===== src/edcu_pkg.sv =====
package edcu_pkg;
  // register port geometry
  localparam int ADDR_W = 4;
  localparam int DATA_W = 16;
  // register word offsets
  localparam logic [3:0] REG_CMD = 4'h0;
  localparam logic [3:0] REG_ERR = 4'h1;
  localparam logic [3:0] REG_DCYL = 4'h2;
  localparam logic [3:0] REG_DTRK = 4'h3;
  localparam logic [3:0] REG_SPARE = 4'h4;
  localparam logic [3:0] REG_SILO = 4'h5;
  localparam logic [3:0] REG_MAINT3 = 4'h6;
  localparam logic [3:0] REG_STAT = 4'h7;
  localparam logic [3:0] REG_CTRL = 4'h8;
  // command register fields
  localparam int CMD_GO_BIT = 0;
  localparam int CMD_FN_LSB = 1;
  localparam int CMD_FN_MSB = 5;
  localparam int CMD_RDY_BIT = 7;
  localparam int CMD_UNIT_BIT = 8;
  // error register fields
  localparam int ERR_ILF_BIT = 0;
  localparam int ERR_SRCH_BIT = 1;
  // spare register fields, then the switch register bit and the track field top
  localparam int SPARE_KEY_HI = 15;
  localparam int SPARE_KEY_LO = 14;
  localparam int SW_LSB = 8;
  localparam int SW_MSB = 13;
  localparam int ONE_REV_SW = 1;
  localparam int TRK_MSB = 9;
  // control register fields
  localparam int CTRL_CLR_BIT = 0;
  // maintenance key and reset value
  localparam logic [15:0] MAINT3_KEY = 16'hFFFF;
  localparam logic [15:0] RST_WORD = 16'h0000;
  // function codes (command code without the go bit)
  localparam logic [4:0] FN_READ_DATA = 5'h08;
  localparam logic [4:0] FN_WRITE_CHECK = 5'h0C;
  localparam logic [4:0] FN_WRITE_PROTECT = 5'h0D;
  localparam logic [4:0] FN_READ_UNIT_HDR = 5'h0E;
  localparam logic [4:0] FN_WRITE_UNIT_HDR = 5'h0F;
  // counts
  localparam logic [7:0] DUMP_WORDS = 8'hFF;
  localparam logic [2:0] REVS_NORMAL = 3'h4;
  localparam logic [2:0] REVS_SHORT = 3'h1;
  localparam int SILO_DEPTH = 256;
  // command sequencer states, gray in the order listed
  typedef enum logic [2:0] {
    ST_IDLE = 3'b000,
    ST_DUMP = 3'b001,
    ST_SEARCH = 3'b011,
    ST_RDH_WAIT = 3'b010,
    ST_RDH = 3'b110,
    ST_WRH_WAIT = 3'b111,
    ST_WRH = 3'b101
  } state_t;
endpackage


===== src/silo_if.sv =====
`timescale 1ns/1ps
`default_nettype none
interface silo_if #(parameter int W = 16, parameter int CW = 9);
  logic push;
  logic pop;
  logic clear;
  logic [W-1:0] push_data;
  logic [W-1:0] head;
  logic empty;
  logic full;
  logic [CW-1:0] count;
  modport store (input push, pop, clear, push_data,
                 output head, empty, full, count);
  modport user (output push, pop, clear, push_data,
                input head, empty, full, count);
endinterface
`default_nettype wire


===== src/extended_disk_command_unit.sv =====
`timescale 1ns/1ps
`default_nettype none
module extended_disk_command_unit
  import edcu_pkg::*;
(
  // clock and reset
  input wire logic core_clk,
  input wire logic srst,
  // register port
  input wire logic [ADDR_W-1:0] reg_addr,
  input wire logic [DATA_W-1:0] reg_wdata,
  input wire logic reg_wr,
  input wire logic reg_rd,
  output logic [DATA_W-1:0] reg_rdata,
  // switches and drive status pins
  input wire logic [7:0] config_switch_bank,
  input wire logic [1:0] unit_write_protect,
  // header read channel from the drives
  input wire logic index_pulse,
  input wire logic hdr_rd_strobe,
  input wire logic [DATA_W-1:0] hdr_rd_data,
  // header write channel and addressing to the drives
  output logic hdr_wr_en,
  output logic [DATA_W-1:0] hdr_wr_data,
  output logic [DATA_W-1:0] seek_cylinder,
  output logic [TRK_MSB:0] seek_track,
  output logic unit_select,
  // status
  output logic [7:0] drive_protected,
  output logic cmd_busy
);
  ////////////////////////////////////////////////////////////////////////
  // pin synchronisers
  localparam int PINS = 28;
  logic [PINS-1:0] pin_meta;
  logic [PINS-1:0] pin_s;
  logic idx_d;
  logic stb_d;
  logic idx_s;
  logic stb_s;
  logic [1:0] wp_s;
  logic [7:0] bank_s;
  logic [DATA_W-1:0] hdr_s;
  logic idx_edge;
  logic stb_edge;

  // two stages for every pin; edges are taken from the second stage only
  always_ff @(posedge core_clk) begin
    pin_meta <= {index_pulse, hdr_rd_strobe, unit_write_protect,
                 config_switch_bank, hdr_rd_data};
    pin_s <= pin_meta;
  end
  assign {idx_s, stb_s, wp_s, bank_s, hdr_s} = pin_s;

  // edge history
  always_ff @(posedge core_clk) begin
    if (srst) begin
      idx_d <= 1'b0;
      stb_d <= 1'b0;
    end else begin
      idx_d <= idx_s;
      stb_d <= stb_s;
    end
  end
  assign idx_edge = idx_s && !idx_d;
  assign stb_edge = stb_s && !stb_d;

  ////////////////////////////////////////////////////////////////////////
  // configuration and silo
  logic [7:0] present;
  logic [7:0] on_unit1;
  logic [5:0] sec_unit0;
  logic [5:0] sec_unit1;

  // drive layout follows the switch bank
  drive_config_map u_map (
    .bank(bank_s),
    .present(present),
    .on_unit1(on_unit1),
    .sec_unit0(sec_unit0),
    .sec_unit1(sec_unit1)
  );

  silo_if #(.W(DATA_W), .CW(9)) silo ();
  silo_store #(.DEPTH(SILO_DEPTH), .W(DATA_W)) u_silo (
    .core_clk(core_clk),
    .srst(srst),
    .s(silo)
  );

  ////////////////////////////////////////////////////////////////////////
  // software registers
  state_t state;
  logic [DATA_W-1:0] desired_cylinder_reg;
  logic [DATA_W-1:0] disk_track_sector_reg;
  logic [DATA_W-1:0] spare;
  logic [DATA_W-1:0] maint_reg_three;
  logic [4:0] cmd_fn;
  logic cmd_unit;
  logic illegal_function_err;
  logic search_err;
  logic ext_en;
  logic [7:0] lock;
  logic [5:0] switch_reg;
  logic wr_cmd;
  logic cmd_start;
  logic ctl_clr;
  logic is_ext;
  logic run_ext;
  logic run_wp;
  logic [4:0] wfn;

  assign wfn = reg_wdata[CMD_FN_MSB:CMD_FN_LSB];
  assign wr_cmd = reg_wr && (reg_addr == REG_CMD);
  assign cmd_start = wr_cmd && reg_wdata[CMD_GO_BIT] && (state == ST_IDLE);
  assign ctl_clr = reg_wr && (reg_addr == REG_CTRL) &&
                   reg_wdata[CTRL_CLR_BIT];
  assign is_ext = (wfn == FN_WRITE_PROTECT) ||
                  (wfn == FN_READ_UNIT_HDR) || (wfn == FN_WRITE_UNIT_HDR);
  assign run_ext = cmd_start && is_ext && ext_en;
  assign run_wp = run_ext && (wfn == FN_WRITE_PROTECT);
  assign cmd_busy = (state != ST_IDLE);

  // plain storage registers; the cylinder and track feed the drive address
  always_ff @(posedge core_clk) begin
    if (srst) begin
      desired_cylinder_reg <= RST_WORD;
      disk_track_sector_reg <= RST_WORD;
      spare <= RST_WORD;
      maint_reg_three <= RST_WORD;
    end else if (reg_wr) begin
      case (reg_addr)
        REG_DCYL: desired_cylinder_reg <= reg_wdata;
        REG_DTRK: disk_track_sector_reg <= reg_wdata;
        REG_SPARE: spare <= reg_wdata;
        REG_MAINT3: maint_reg_three <= reg_wdata;
        default: ;
      endcase
    end
  end

  // the function and unit fields latch with every go write taken in idle
  always_ff @(posedge core_clk) begin
    if (srst) begin
      cmd_fn <= '0;
      cmd_unit <= 1'b0;
    end else if (cmd_start) begin
      cmd_fn <= wfn;
      cmd_unit <= reg_wdata[CMD_UNIT_BIT];
    end
  end

  // the arm is single use: any command start consumes it
  always_ff @(posedge core_clk) begin
    if (srst || ctl_clr) begin
      ext_en <= 1'b0;
    end else if (cmd_start) begin
      ext_en <= 1'b0;
    end else if (reg_wr && (reg_addr == REG_MAINT3) &&
                 reg_wdata == MAINT3_KEY && spare[SPARE_KEY_HI] &&
                 !spare[SPARE_KEY_LO]) begin
      ext_en <= 1'b1;
    end
  end

  // lock flags and switch register load together on write protect
  always_ff @(posedge core_clk) begin
    if (srst) begin
      lock <= '0;
      switch_reg <= '0;
    end else if (run_wp) begin
      lock <= spare[7:0];
      switch_reg <= spare[SW_MSB:SW_LSB];
    end
  end

  // a mapped unit's own protect overrides a clear lock flag
  always_comb begin
    for (int i = 0; i < 8; i++) begin
      drive_protected[i] = lock[i] || wp_s[on_unit1[i]];
    end
  end

  ////////////////////////////////////////////////////////////////////////
  // command sequencer
  logic [7:0] dump_idx;
  logic [2:0] revs;
  logic [1:0] hdr_word;
  logic [2:0] rev_limit;
  logic set_srch;
  logic wrh_pop;
  logic [DATA_W-1:0] dump_word;

  // write check and the short switch both cut the search to one turn
  assign rev_limit = (cmd_fn == FN_WRITE_CHECK || switch_reg[ONE_REV_SW])
                     ? REVS_SHORT : REVS_NORMAL;
  assign set_srch = (state == ST_SEARCH) && idx_edge &&
                    (revs + 3'd1 == rev_limit);
  assign wrh_pop = (state == ST_WRH) && stb_edge && !silo.empty;

  // state image presented to the silo for diagnostics
  always_comb begin
    case (dump_idx)
      8'h00: dump_word = {7'h00, cmd_unit, !cmd_busy, 1'b0, cmd_fn, 1'b0};
      8'h01: dump_word = {14'h0000, search_err, illegal_function_err};
      8'h02: dump_word = desired_cylinder_reg;
      8'h03: dump_word = disk_track_sector_reg;
      8'h04: dump_word = spare;
      8'h05: dump_word = {2'h0, switch_reg, lock};
      8'h06: dump_word = {present, on_unit1};
      8'h07: dump_word = {4'h0, sec_unit1, sec_unit0};
      8'h08: dump_word = {8'h00, bank_s};
      default: dump_word = RST_WORD;
    endcase
  end

  // sequencer; header reads and writes start only after an index edge, a search does not wait for one
  always_ff @(posedge core_clk) begin
    if (srst || ctl_clr) begin
      state <= ST_IDLE;
      dump_idx <= '0;
      revs <= '0;
    end else begin
      case (state)
        ST_IDLE: begin
          dump_idx <= '0;
          revs <= '0;
          if (run_ext) begin
            case (wfn)
              FN_WRITE_PROTECT: state <= ST_DUMP;
              FN_READ_UNIT_HDR: state <= ST_RDH_WAIT;
              default: state <= ST_WRH_WAIT;
            endcase
          end else if (cmd_start && !is_ext &&
                       wfn >= FN_READ_DATA && wfn <= FN_WRITE_CHECK) begin
            state <= ST_SEARCH;
          end
        end
        ST_DUMP: begin
          dump_idx <= dump_idx + 8'h01;
          if (dump_idx == DUMP_WORDS - 8'h01) begin
            state <= ST_IDLE;
          end
        end
        ST_SEARCH: begin
          if (stb_edge && hdr_word == 2'd0 &&
              hdr_s == desired_cylinder_reg) begin
            state <= ST_IDLE;
          end else if (set_srch) begin
            state <= ST_IDLE;
          end else if (idx_edge) begin
            revs <= revs + 3'd1;
          end
        end
        ST_RDH_WAIT: if (idx_edge) begin
          state <= ST_RDH;
        end
        ST_RDH: if (idx_edge) begin
          state <= ST_IDLE;
        end
        ST_WRH_WAIT: if (idx_edge) begin
          state <= ST_WRH;
        end
        ST_WRH: if (idx_edge || (stb_edge && silo.empty)) begin
          state <= ST_IDLE;
        end
        default: state <= ST_IDLE;
      endcase
    end
  end

  // word position within a header, realigned at every index
  always_ff @(posedge core_clk) begin
    if (srst || idx_edge) begin
      hdr_word <= '0;
    end else if (stb_edge) begin
      hdr_word <= (hdr_word == 2'd2) ? 2'd0 : hdr_word + 2'd1;
    end
  end

  // error flags; a new event wins over a same-cycle error register clear, the control clear wins over both
  always_ff @(posedge core_clk) begin
    if (srst || ctl_clr) begin
      illegal_function_err <= 1'b0;
      search_err <= 1'b0;
    end else begin
      illegal_function_err <= (cmd_start && is_ext && !ext_en) ||
        (illegal_function_err && !(reg_wr && reg_addr == REG_ERR &&
         reg_wdata[ERR_ILF_BIT]));
      search_err <= set_srch || (search_err && !(reg_wr &&
        reg_addr == REG_ERR && reg_wdata[ERR_SRCH_BIT]));
    end
  end

  // header writer drives one silo word per header slot on the track
  always_ff @(posedge core_clk) begin
    if (srst) begin
      hdr_wr_en <= 1'b0;
      hdr_wr_data <= RST_WORD;
    end else begin
      hdr_wr_en <= (state == ST_WRH) && !(idx_edge || (stb_edge &&
                    silo.empty)) || (state == ST_WRH_WAIT && idx_edge);
      if (wrh_pop) begin
        hdr_wr_data <= silo.head;
      end
    end
  end

  // physical address comes straight from the software registers
  assign seek_cylinder = desired_cylinder_reg;
  assign seek_track = disk_track_sector_reg[TRK_MSB:0];
  assign unit_select = cmd_unit;

  ////////////////////////////////////////////////////////////////////////
  // silo traffic and read-back
  logic reg_pop;

  // a read outside the header write state pops in the same cycle it samples the head
  assign reg_pop = reg_rd && (reg_addr == REG_SILO) && (state != ST_WRH);
  assign silo.pop = reg_pop || wrh_pop;
  assign silo.clear = run_ext && (wfn != FN_WRITE_UNIT_HDR);
  // track order is taken as it passes under the head: interlace is kept
  assign silo.push = (state == ST_DUMP) ||
                     (state == ST_RDH && stb_edge && !idx_edge) ||
                     (reg_wr && reg_addr == REG_SILO && state == ST_IDLE);
  assign silo.push_data = (state == ST_DUMP) ? dump_word :
                          (state == ST_RDH) ? hdr_s : reg_wdata;

  // read data are registered and stand in the following cycle only
  always_ff @(posedge core_clk) begin
    if (srst) begin
      reg_rdata <= RST_WORD;
    end else if (reg_rd) begin
      case (reg_addr)
        REG_CMD: reg_rdata <= {7'h00, cmd_unit, !cmd_busy, 1'b0,
                               cmd_fn, 1'b0};
        REG_ERR: reg_rdata <= {14'h0000, search_err, illegal_function_err};
        REG_DCYL: reg_rdata <= desired_cylinder_reg;
        REG_DTRK: reg_rdata <= disk_track_sector_reg;
        REG_SPARE: reg_rdata <= spare;
        REG_SILO: reg_rdata <= silo.empty ? RST_WORD : silo.head;
        REG_MAINT3: reg_rdata <= maint_reg_three;
        REG_STAT: reg_rdata <= {ext_en, 1'b0, switch_reg, drive_protected};
        default: reg_rdata <= RST_WORD;
      endcase
    end else begin
      reg_rdata <= RST_WORD;
    end
  end
endmodule
`default_nettype wire


===== src/silo_store.sv =====
`timescale 1ns/1ps
`default_nettype none
module silo_store
  import edcu_pkg::*;
#(
  parameter int DEPTH = SILO_DEPTH,
  parameter int W = DATA_W
) (
  // clock and reset
  input wire logic core_clk,
  input wire logic srst,
  // queue side
  silo_if.store s
);
  localparam int PW = $clog2(DEPTH);
  logic [W-1:0] mem [DEPTH];
  logic [PW-1:0] wptr;
  logic [PW-1:0] rptr;
  logic do_push;
  logic do_pop;

  // push into a full silo is dropped rather than overwriting the head
  assign do_push = s.push && !s.full;
  assign do_pop = s.pop && !s.empty;
  assign s.empty = (s.count == '0);
  assign s.full = (s.count == ($bits(s.count))'(DEPTH));
  assign s.head = mem[rptr];

  // word storage, no reset needed on data
  always_ff @(posedge core_clk) begin
    if (do_push) begin
      mem[wptr] <= s.push_data;
    end
  end

  // pointers and fill level; words leave in the order loaded
  always_ff @(posedge core_clk) begin
    if (srst || s.clear) begin
      wptr <= '0;
      rptr <= '0;
      s.count <= '0;
    end else begin
      if (do_push) begin
        wptr <= wptr + 1'b1;
      end
      if (do_pop) begin
        rptr <= rptr + 1'b1;
      end
      if (do_push && !do_pop) begin
        s.count <= s.count + 1'b1;
      end else if (do_pop && !do_push) begin
        s.count <= s.count - 1'b1;
      end
    end
  end
endmodule
`default_nettype wire


===== src/drive_config_map.sv =====
`timescale 1ns/1ps
`default_nettype none
module drive_config_map
  import edcu_pkg::*;
(
  // switch bank, already synchronised
  input wire logic [7:0] bank,
  // per logical drive placement
  output logic [7:0] present,
  output logic [7:0] on_unit1,
  // sectors per track of each port
  output logic [5:0] sec_unit0,
  output logic [5:0] sec_unit1
);
  // bank[5:0] selects the row, bank[7] the variant of rows 0 and 31; bank[6] is not decoded
  function automatic logic [27:0] row(input logic [7:0] p,
                                      input logic [7:0] u1,
                                      input logic [5:0] s0,
                                      input logic [5:0] s1);
    row = {p, u1, s0, s1};
  endfunction

  logic [27:0] sel;

  // only a subset of rows is decoded; others fall back to the 4+4 split
  always_comb begin
    sel = row(8'hFF, 8'hF0, 6'd35, 6'd35);
    case (bank[5:0])
      6'd0: sel = bank[7] ? row(8'hFF, 8'hC0, 6'd35, 6'd35)
                          : row(8'hFF, 8'hF0, 6'd35, 6'd35);
      6'd1: sel = row(8'h3F, 8'h30, 6'd35, 6'd35);
      6'd4: sel = row(8'hFF, 8'hC0, 6'd33, 6'd33);
      6'd7: sel = row(8'h03, 8'h02, 6'd23, 6'd23);
      6'd11: sel = row(8'h07, 8'h06, 6'd19, 6'd19);
      6'd14: sel = row(8'hFF, 8'hF0, 6'd33, 6'd33);
      6'd31: sel = bank[7] ? row(8'h0F, 8'h0C, 6'd23, 6'd23)
                           : row(8'hFF, 8'hF0, 6'd35, 6'd35);
      default: sel = row(8'hFF, 8'hF0, 6'd35, 6'd35);
    endcase
  end

  assign present = sel[27:20];
  assign on_unit1 = sel[19:12];
  assign sec_unit0 = sel[11:6];
  assign sec_unit1 = sel[5:0];
endmodule
`default_nettype wire


===== config.mk =====
export PLATFORM = sky130hd
export DESIGN_NAME = extended_disk_command_unit
export DESIGN_NICKNAME = d
export VERILOG_FILES = /design/src/edcu_pkg.sv /design/src/silo_if.sv /design/src/extended_disk_command_unit.sv /design/src/silo_store.sv /design/src/drive_config_map.sv
export SDC_FILE = /design/constraint.sdc
export NUM_CORES = 2
export LEC_CHECK = 0
export BUFFER_PORTS_ARGS = -buffer_cell sky130_fd_sc_hd__buf_2
export CAP_MARGIN = 20
export CORE_MARGIN = 1
export CORE_UTILIZATION = 50
export DETAILED_ROUTE_END_ITERATION = 6
export PLACE_DENSITY_LB_ADDON = 0.2
export REMOVE_ABC_BUFFERS = 1
export SLEW_MARGIN = 20
export SYNTH_ARGS = -nofsm -noshare
export SYNTH_HDL_FRONTEND = slang
export SYNTH_HIERARCHICAL = 1
export SYNTH_SLANG_ARGS = --single-unit

===== constraint.sdc =====
create_clock -name core_clk -period 16.93 [get_ports core_clk]
set_input_delay 2.5395 -clock core_clk [delete_from_list [all_inputs] [get_ports core_clk]]
set_output_delay 2.5395 -clock core_clk [all_outputs]
set_load 0.01 [all_outputs]

======== Yosys cells after proc, flatten, opt, wreduce, memory -nomap -nowiden ========
Memories as Yosys holds them, arrays and structs flattened. A register that Yosys moved wholly into a read port is not among the register bits.
Cells that the tools add are included.
storage, ports and cells
  register bits ........................... 219
  RAM bits ................................ 4096
  bits in read-only memories .............. 0
  logic and storage cells ................. 238
  bits in latches ......................... 0
  memories ................................ 1
cells by class
  multiplexer cells ....................... 48
  divide/modulo/power cells ............... 0
  add/sub/neg operators ................... 7
  bitwise operators ....................... 1
  reductions and logical operators ........ 96
  $mul .................................... 0
  equality and inequality tests ........... 50
  shift-type cells ........................ 0
  order comparisons ....................... 10
memory list
  memory      depth  width  rd ports  clocked after memory_dff  wr ports  RTL line          source
  u_silo.mem  256    16     1         1                         1         silo_store.sv:16  logic [W-1:0] mem [DEPTH];
operator list
  kind                                                                           count
  28-bit one-hot mux with 7 select lines                                         1
  16-bit one-hot mux with 9 select lines                                         1
  16-bit one-hot mux with 8 select lines                                         1
  16-bit two-way mux                                                             3
  1-bit logical AND                                                              43
  3-bit two-way mux                                                              13
  8-bit by 3-bit equality test with 1-bit output (second input constant)         4
  28-bit two-way mux                                                             1
  8-bit by 1-bit adder with 8-bit output (second input constant)                 3
  1-bit logical OR                                                               21
  3-bit one-hot mux with 7 select lines                                          1
  5-bit by 4-bit equality test with 1-bit output (second input constant)         4
  1-bit two-way mux                                                              18
  18-bit two-way mux                                                             1
  9-bit two-way mux                                                              2
  16-bit equality test                                                           1
  16-bit equality test (second input constant)                                   1
  4-bit by 3-bit equality test with 1-bit output (second input constant)         4
  8-bit by 2-bit equality test with 1-bit output (second input constant)         2
  1-bit by 2-bit less-than comparator with 1-bit output (second input constant)  8
  8-bit two-way mux                                                              2
  8-bit one-hot mux with 2 select lines                                          1
  1-bit logical NOT                                                              14
  2-bit inequality test (second input constant)                                  7
  41 further kinds                                                               55

======== Logic depth before layout (Yosys ltp) ========
  word-level depth ........................ 11
  depth in mapped cells ................... 17
  depth with buffers taken out ............ 15

======== Cells and area by module ========
Netlist, hierarchy kept.
by module, submodules not included
  module                      area an instance (um2)  instances  sequential area each (um2)  cells each
  silo_store                  158326.8                1          123658.6                    7147
  extended_disk_command_unit  8379.3                  1          3883.7                      996
  drive_config_map            434.2                   1          0.0                         67

======== Least setup slack after synthesis ========
Ideal clock, no wire load.
  path type ............................... flip-flop to flip-flop
  start ................................... reg dump_idx[0]
  end ..................................... mem u_silo.mem[0][15], data pin
  data arrival time ....................... 12.081 ns
  data required time ...................... 14.665 ns
  setup time .............................. 2.265 ns
  period minus slack after synthesis ...... 14.346 ns
  stages on the path, launching flop included .. 9
  buffers on the path ..................... 1
  path slack .............................. 2.584 ns
  cell sequence ........................... dfxtp_1 -> inv_1 -> ha_1 -> inv_1 -> o21ai_0 -> nand4_1 -> or2_1 -> buf_2 -> o32ai_1
between the ends
  word-level cells in the longest chain between the ends .. 3
  elaborated cells on any way between the ends .. 11
  classes of those cells .................. eq/ne (8); mux (2); reduce/logical (1)
ends and longest elaborated chain
  item                                                                          RTL line                           source
  start, declared                                                               extended_disk_command_unit.sv:186  logic [7:0] dump_idx;
  start signal, assigned                                                        extended_disk_command_unit.sv:240  dump_idx <= dump_idx + 8'h01;
  8-bit by 4-bit equality test with 1-bit output, or another cell as far along  extended_disk_command_unit.sv:203  case (dump_idx)
  16-bit one-hot mux with 9 select lines (*)                                    extended_disk_command_unit.sv:203
  16-bit two-way mux (*)                                                        extended_disk_command_unit.sv:326  assign silo.push_data = (state == ST_DUMP) ? dump_word :
  net silo.push_data[15]                                                        silo_if.sv:7                       logic [W-1:0] push_data;
  end, declared                                                                 silo_store.sv:16
Mark *: on every way through the listed nets, which the timed path passes. The rest lies on a longest branch.

==> flow_summary_export.csv <==
group,metric,value,unit
cts,clock-sinks,4323,
sta,period_share,0.418,
route,antenna_violating_nets_post_route,0,
worst_hold_path,timing.hold.worst_path_depth,0,
setup_path,worstSetupEndpointType,"flop",
worst_hold_path,holdPathEnd,"pin_s[16]",
setup_path,critPathMaxStageDelay,0.92,ns
route,firstDrtPassIters,7,
run,max-cap-violations,0,
global_route,grt_use_total,0.267,
setup_path,reg2reg_slack,9.85,ns
cts,clkTransAtPathRegs,0.06,ns
finish,max_flop_register,"u_silo/mem",
finish,fillCellCount,24450,
global_route,first_global_vias,84535,
placement,dp_hpwl,267000,um
sta,worstMarginPinSlew,1.30,ns
setup_path,crit_path_start_kind,"flop",
power_and_ir_drop,vdd_drop_max,0.123,mV
sta,final.hold.worst_slack,0.324,ns
cts,cts_buffers,423,
route,avgRoutedWirePerCell,34.1,um
cts,clockRootBuffer,"clkbuf_16",
sta,slew_headroom,0.134,
cts,post_cts.resized_instances,0,
setup_path,rr_worst_depth,12,
route,drc_viols,4,
cts,cts-root-to-sink-buffers,4,
die,initial_utilization,0.504,
finish,layout.nets,8684,
synth,syn_avg_cell_area,20.4,sq um
setup_path,worstPathArrival,7.91,ns
finish,drive_above_1_share,0.237,
die,die_area,337000,sq um
placement,final_replace_weighted_congestion,0.930,
power_and_ir_drop,total_leakage_power,56.7,nW
cts,ctsHtreeMaxLevel,5,
sta,setup-violations-final,0,
worst_hold_path,hold_class,"flop to flop",
global_route,grt_pass1_wl,641000,um
worst_hold_path,timing.hold.worst.start,"pin_meta[16]",
route,via_count,86487,
global_route,grt_max_degree,212,
sta,fin_crit,7.08,ns
synth,netlist_area,167000,sq um
finish,synthToLayoutAreaGrowth,11.9,%
die,die_span_y,580,um
setup_path,crit-reg2reg-capture,"reg_rdata[12]",
global_route,initial_antenna_violation_count,18,
finish,largest_registers,"u_silo/mem (4096), pin_meta (28), pin_s (28)",
route,totalWireLength,454000,um
sta,timing.clock.skew,0.0741,ns
die,row_count,211,
sta,totalNegativeSetupSlack,0,ns
sta,hold_violations,0,
placement,buffer_ports.inserted,120,
die,die_w,580,um
finish,largest_register_ffs,4096,
setup_path,critPathTopFamily,"buffers and inverters",
route,drt_iter0_markers,11939,
sta,fmax,0.141,GHz
outcome,failed_checks,"DRC",
setup_path,path_buf_inv,4,
cts,cts_tree,"done",
setup_path,timing.critical_path.cells,"buf_4 -> buf_4 -> buf_12 -> buf_4 -> mux4_2 -> a22o_1 -> a221oi_1 -> o22ai_1 -> nor3_1 -> nor3_1 -> a222oi_1 -> a21oi_1",
synth,yosys_warnings,6,
die,num_io_pins,121,
sta,timing_max_transition_violations_final,0,
global_route,global_route.overflow_total,0,
cts,hold_buffers,0,
finish,finalNonFillerCells,13341,
power_and_ir_drop,power.density,128,nW/um^2
setup_path,slowest_stage,"a221oi_1",
outcome,outcome,"finished with violations",
cts,post_cts.repair.setup_buffers,0,
route,vias_per_cell,6.48,
placement,numPlacedInstances,12552,
synth,postSynthCellCount,8209,
setup_path,critical_path.most_common_cell,"buf_4",
sta,unrepaired_setup_endpoints_after_global_routing,"false",
setup_path,critPathRequiredTime,17.76,ns
die,floorplan.core_area,332000,sq um
setup_path,maximum_fanout_along_the_worst_path,71,
cts,clock_insertion_delay_worst_skew,0.98,ns
setup_path,path_class,"flop to flop",
power breakdown:
part           total (mW)  switching (mW)  internal (mW)
registers            12.6          0.0411           12.6
clock network        9.24            3.97           5.28
logic                2.06            1.64          0.424
layout make-up:
class | instances | area (sq um) | share of cell area
clock buffer | 517 | 11200 | 0.0600
tap | 4366 | 5460 | 0.0292
clock inverter | 264 | 2330 | 0.0124
sequential | 4323 | 128000 | 0.682
multi-input combinational | 3328 | 36700 | 0.196
timing repair buffer | 511 | 3690 | 0.0197
antenna | 7 | 17.5 | 0.0000936
inverter | 25 | 93.8 | 0.000502
layer usage:
metal,track usage,wire length (um),share of wire
met1,0.390,182000,0.40
met2,0.404,208000,0.46
met3,0.0608,49500,0.11
met4,0.0821,15000,0.033
met5,0,19,0.000042
worst max path at each step:
stage	from	end	slack (ns)	cells past startpoint
after floorplan	flop	reg_rdata[1]	-38.91	8
after global placement	reg_addr[3]	u_silo/mem[113][1]	9.39	10
after detailed placement	reg_addr[3]	u_silo/mem[204][6]	9.87	11
after CTS	flop	reg_rdata[12]	9.94	12
after global routing	flop	reg_rdata[12]	9.41	12
final	flop	reg_rdata[12]	9.85	12
placed cells by master, fill, tap and decap left out, types with 152 or more instances in the layout:
cell type	n
edfxtp_1	4096
mux4_2	829
clkbuf_16	433
mux2i_1	377
buf_4	377
nand2_1	282
nor2_1	257
o22ai_1	224
dfxtp_1	221
a21oi_1	194
a22o_1	152
stage by stage:
stage	power, mW	utilization	area (sq um)	worst slack (ns)
global route	24.6	0.564	187000	9.41
floorplan	15.1	-	164000	-38.91
finish	23.9	0.564	187000	9.85
detailed placement	14.9	0.523	173000	9.87
CTS	24.0	0.564	187000	9.94
global placement	14.8	0.523	173000	9.39
No activity file was read; power rests on OpenSTA's default activity.
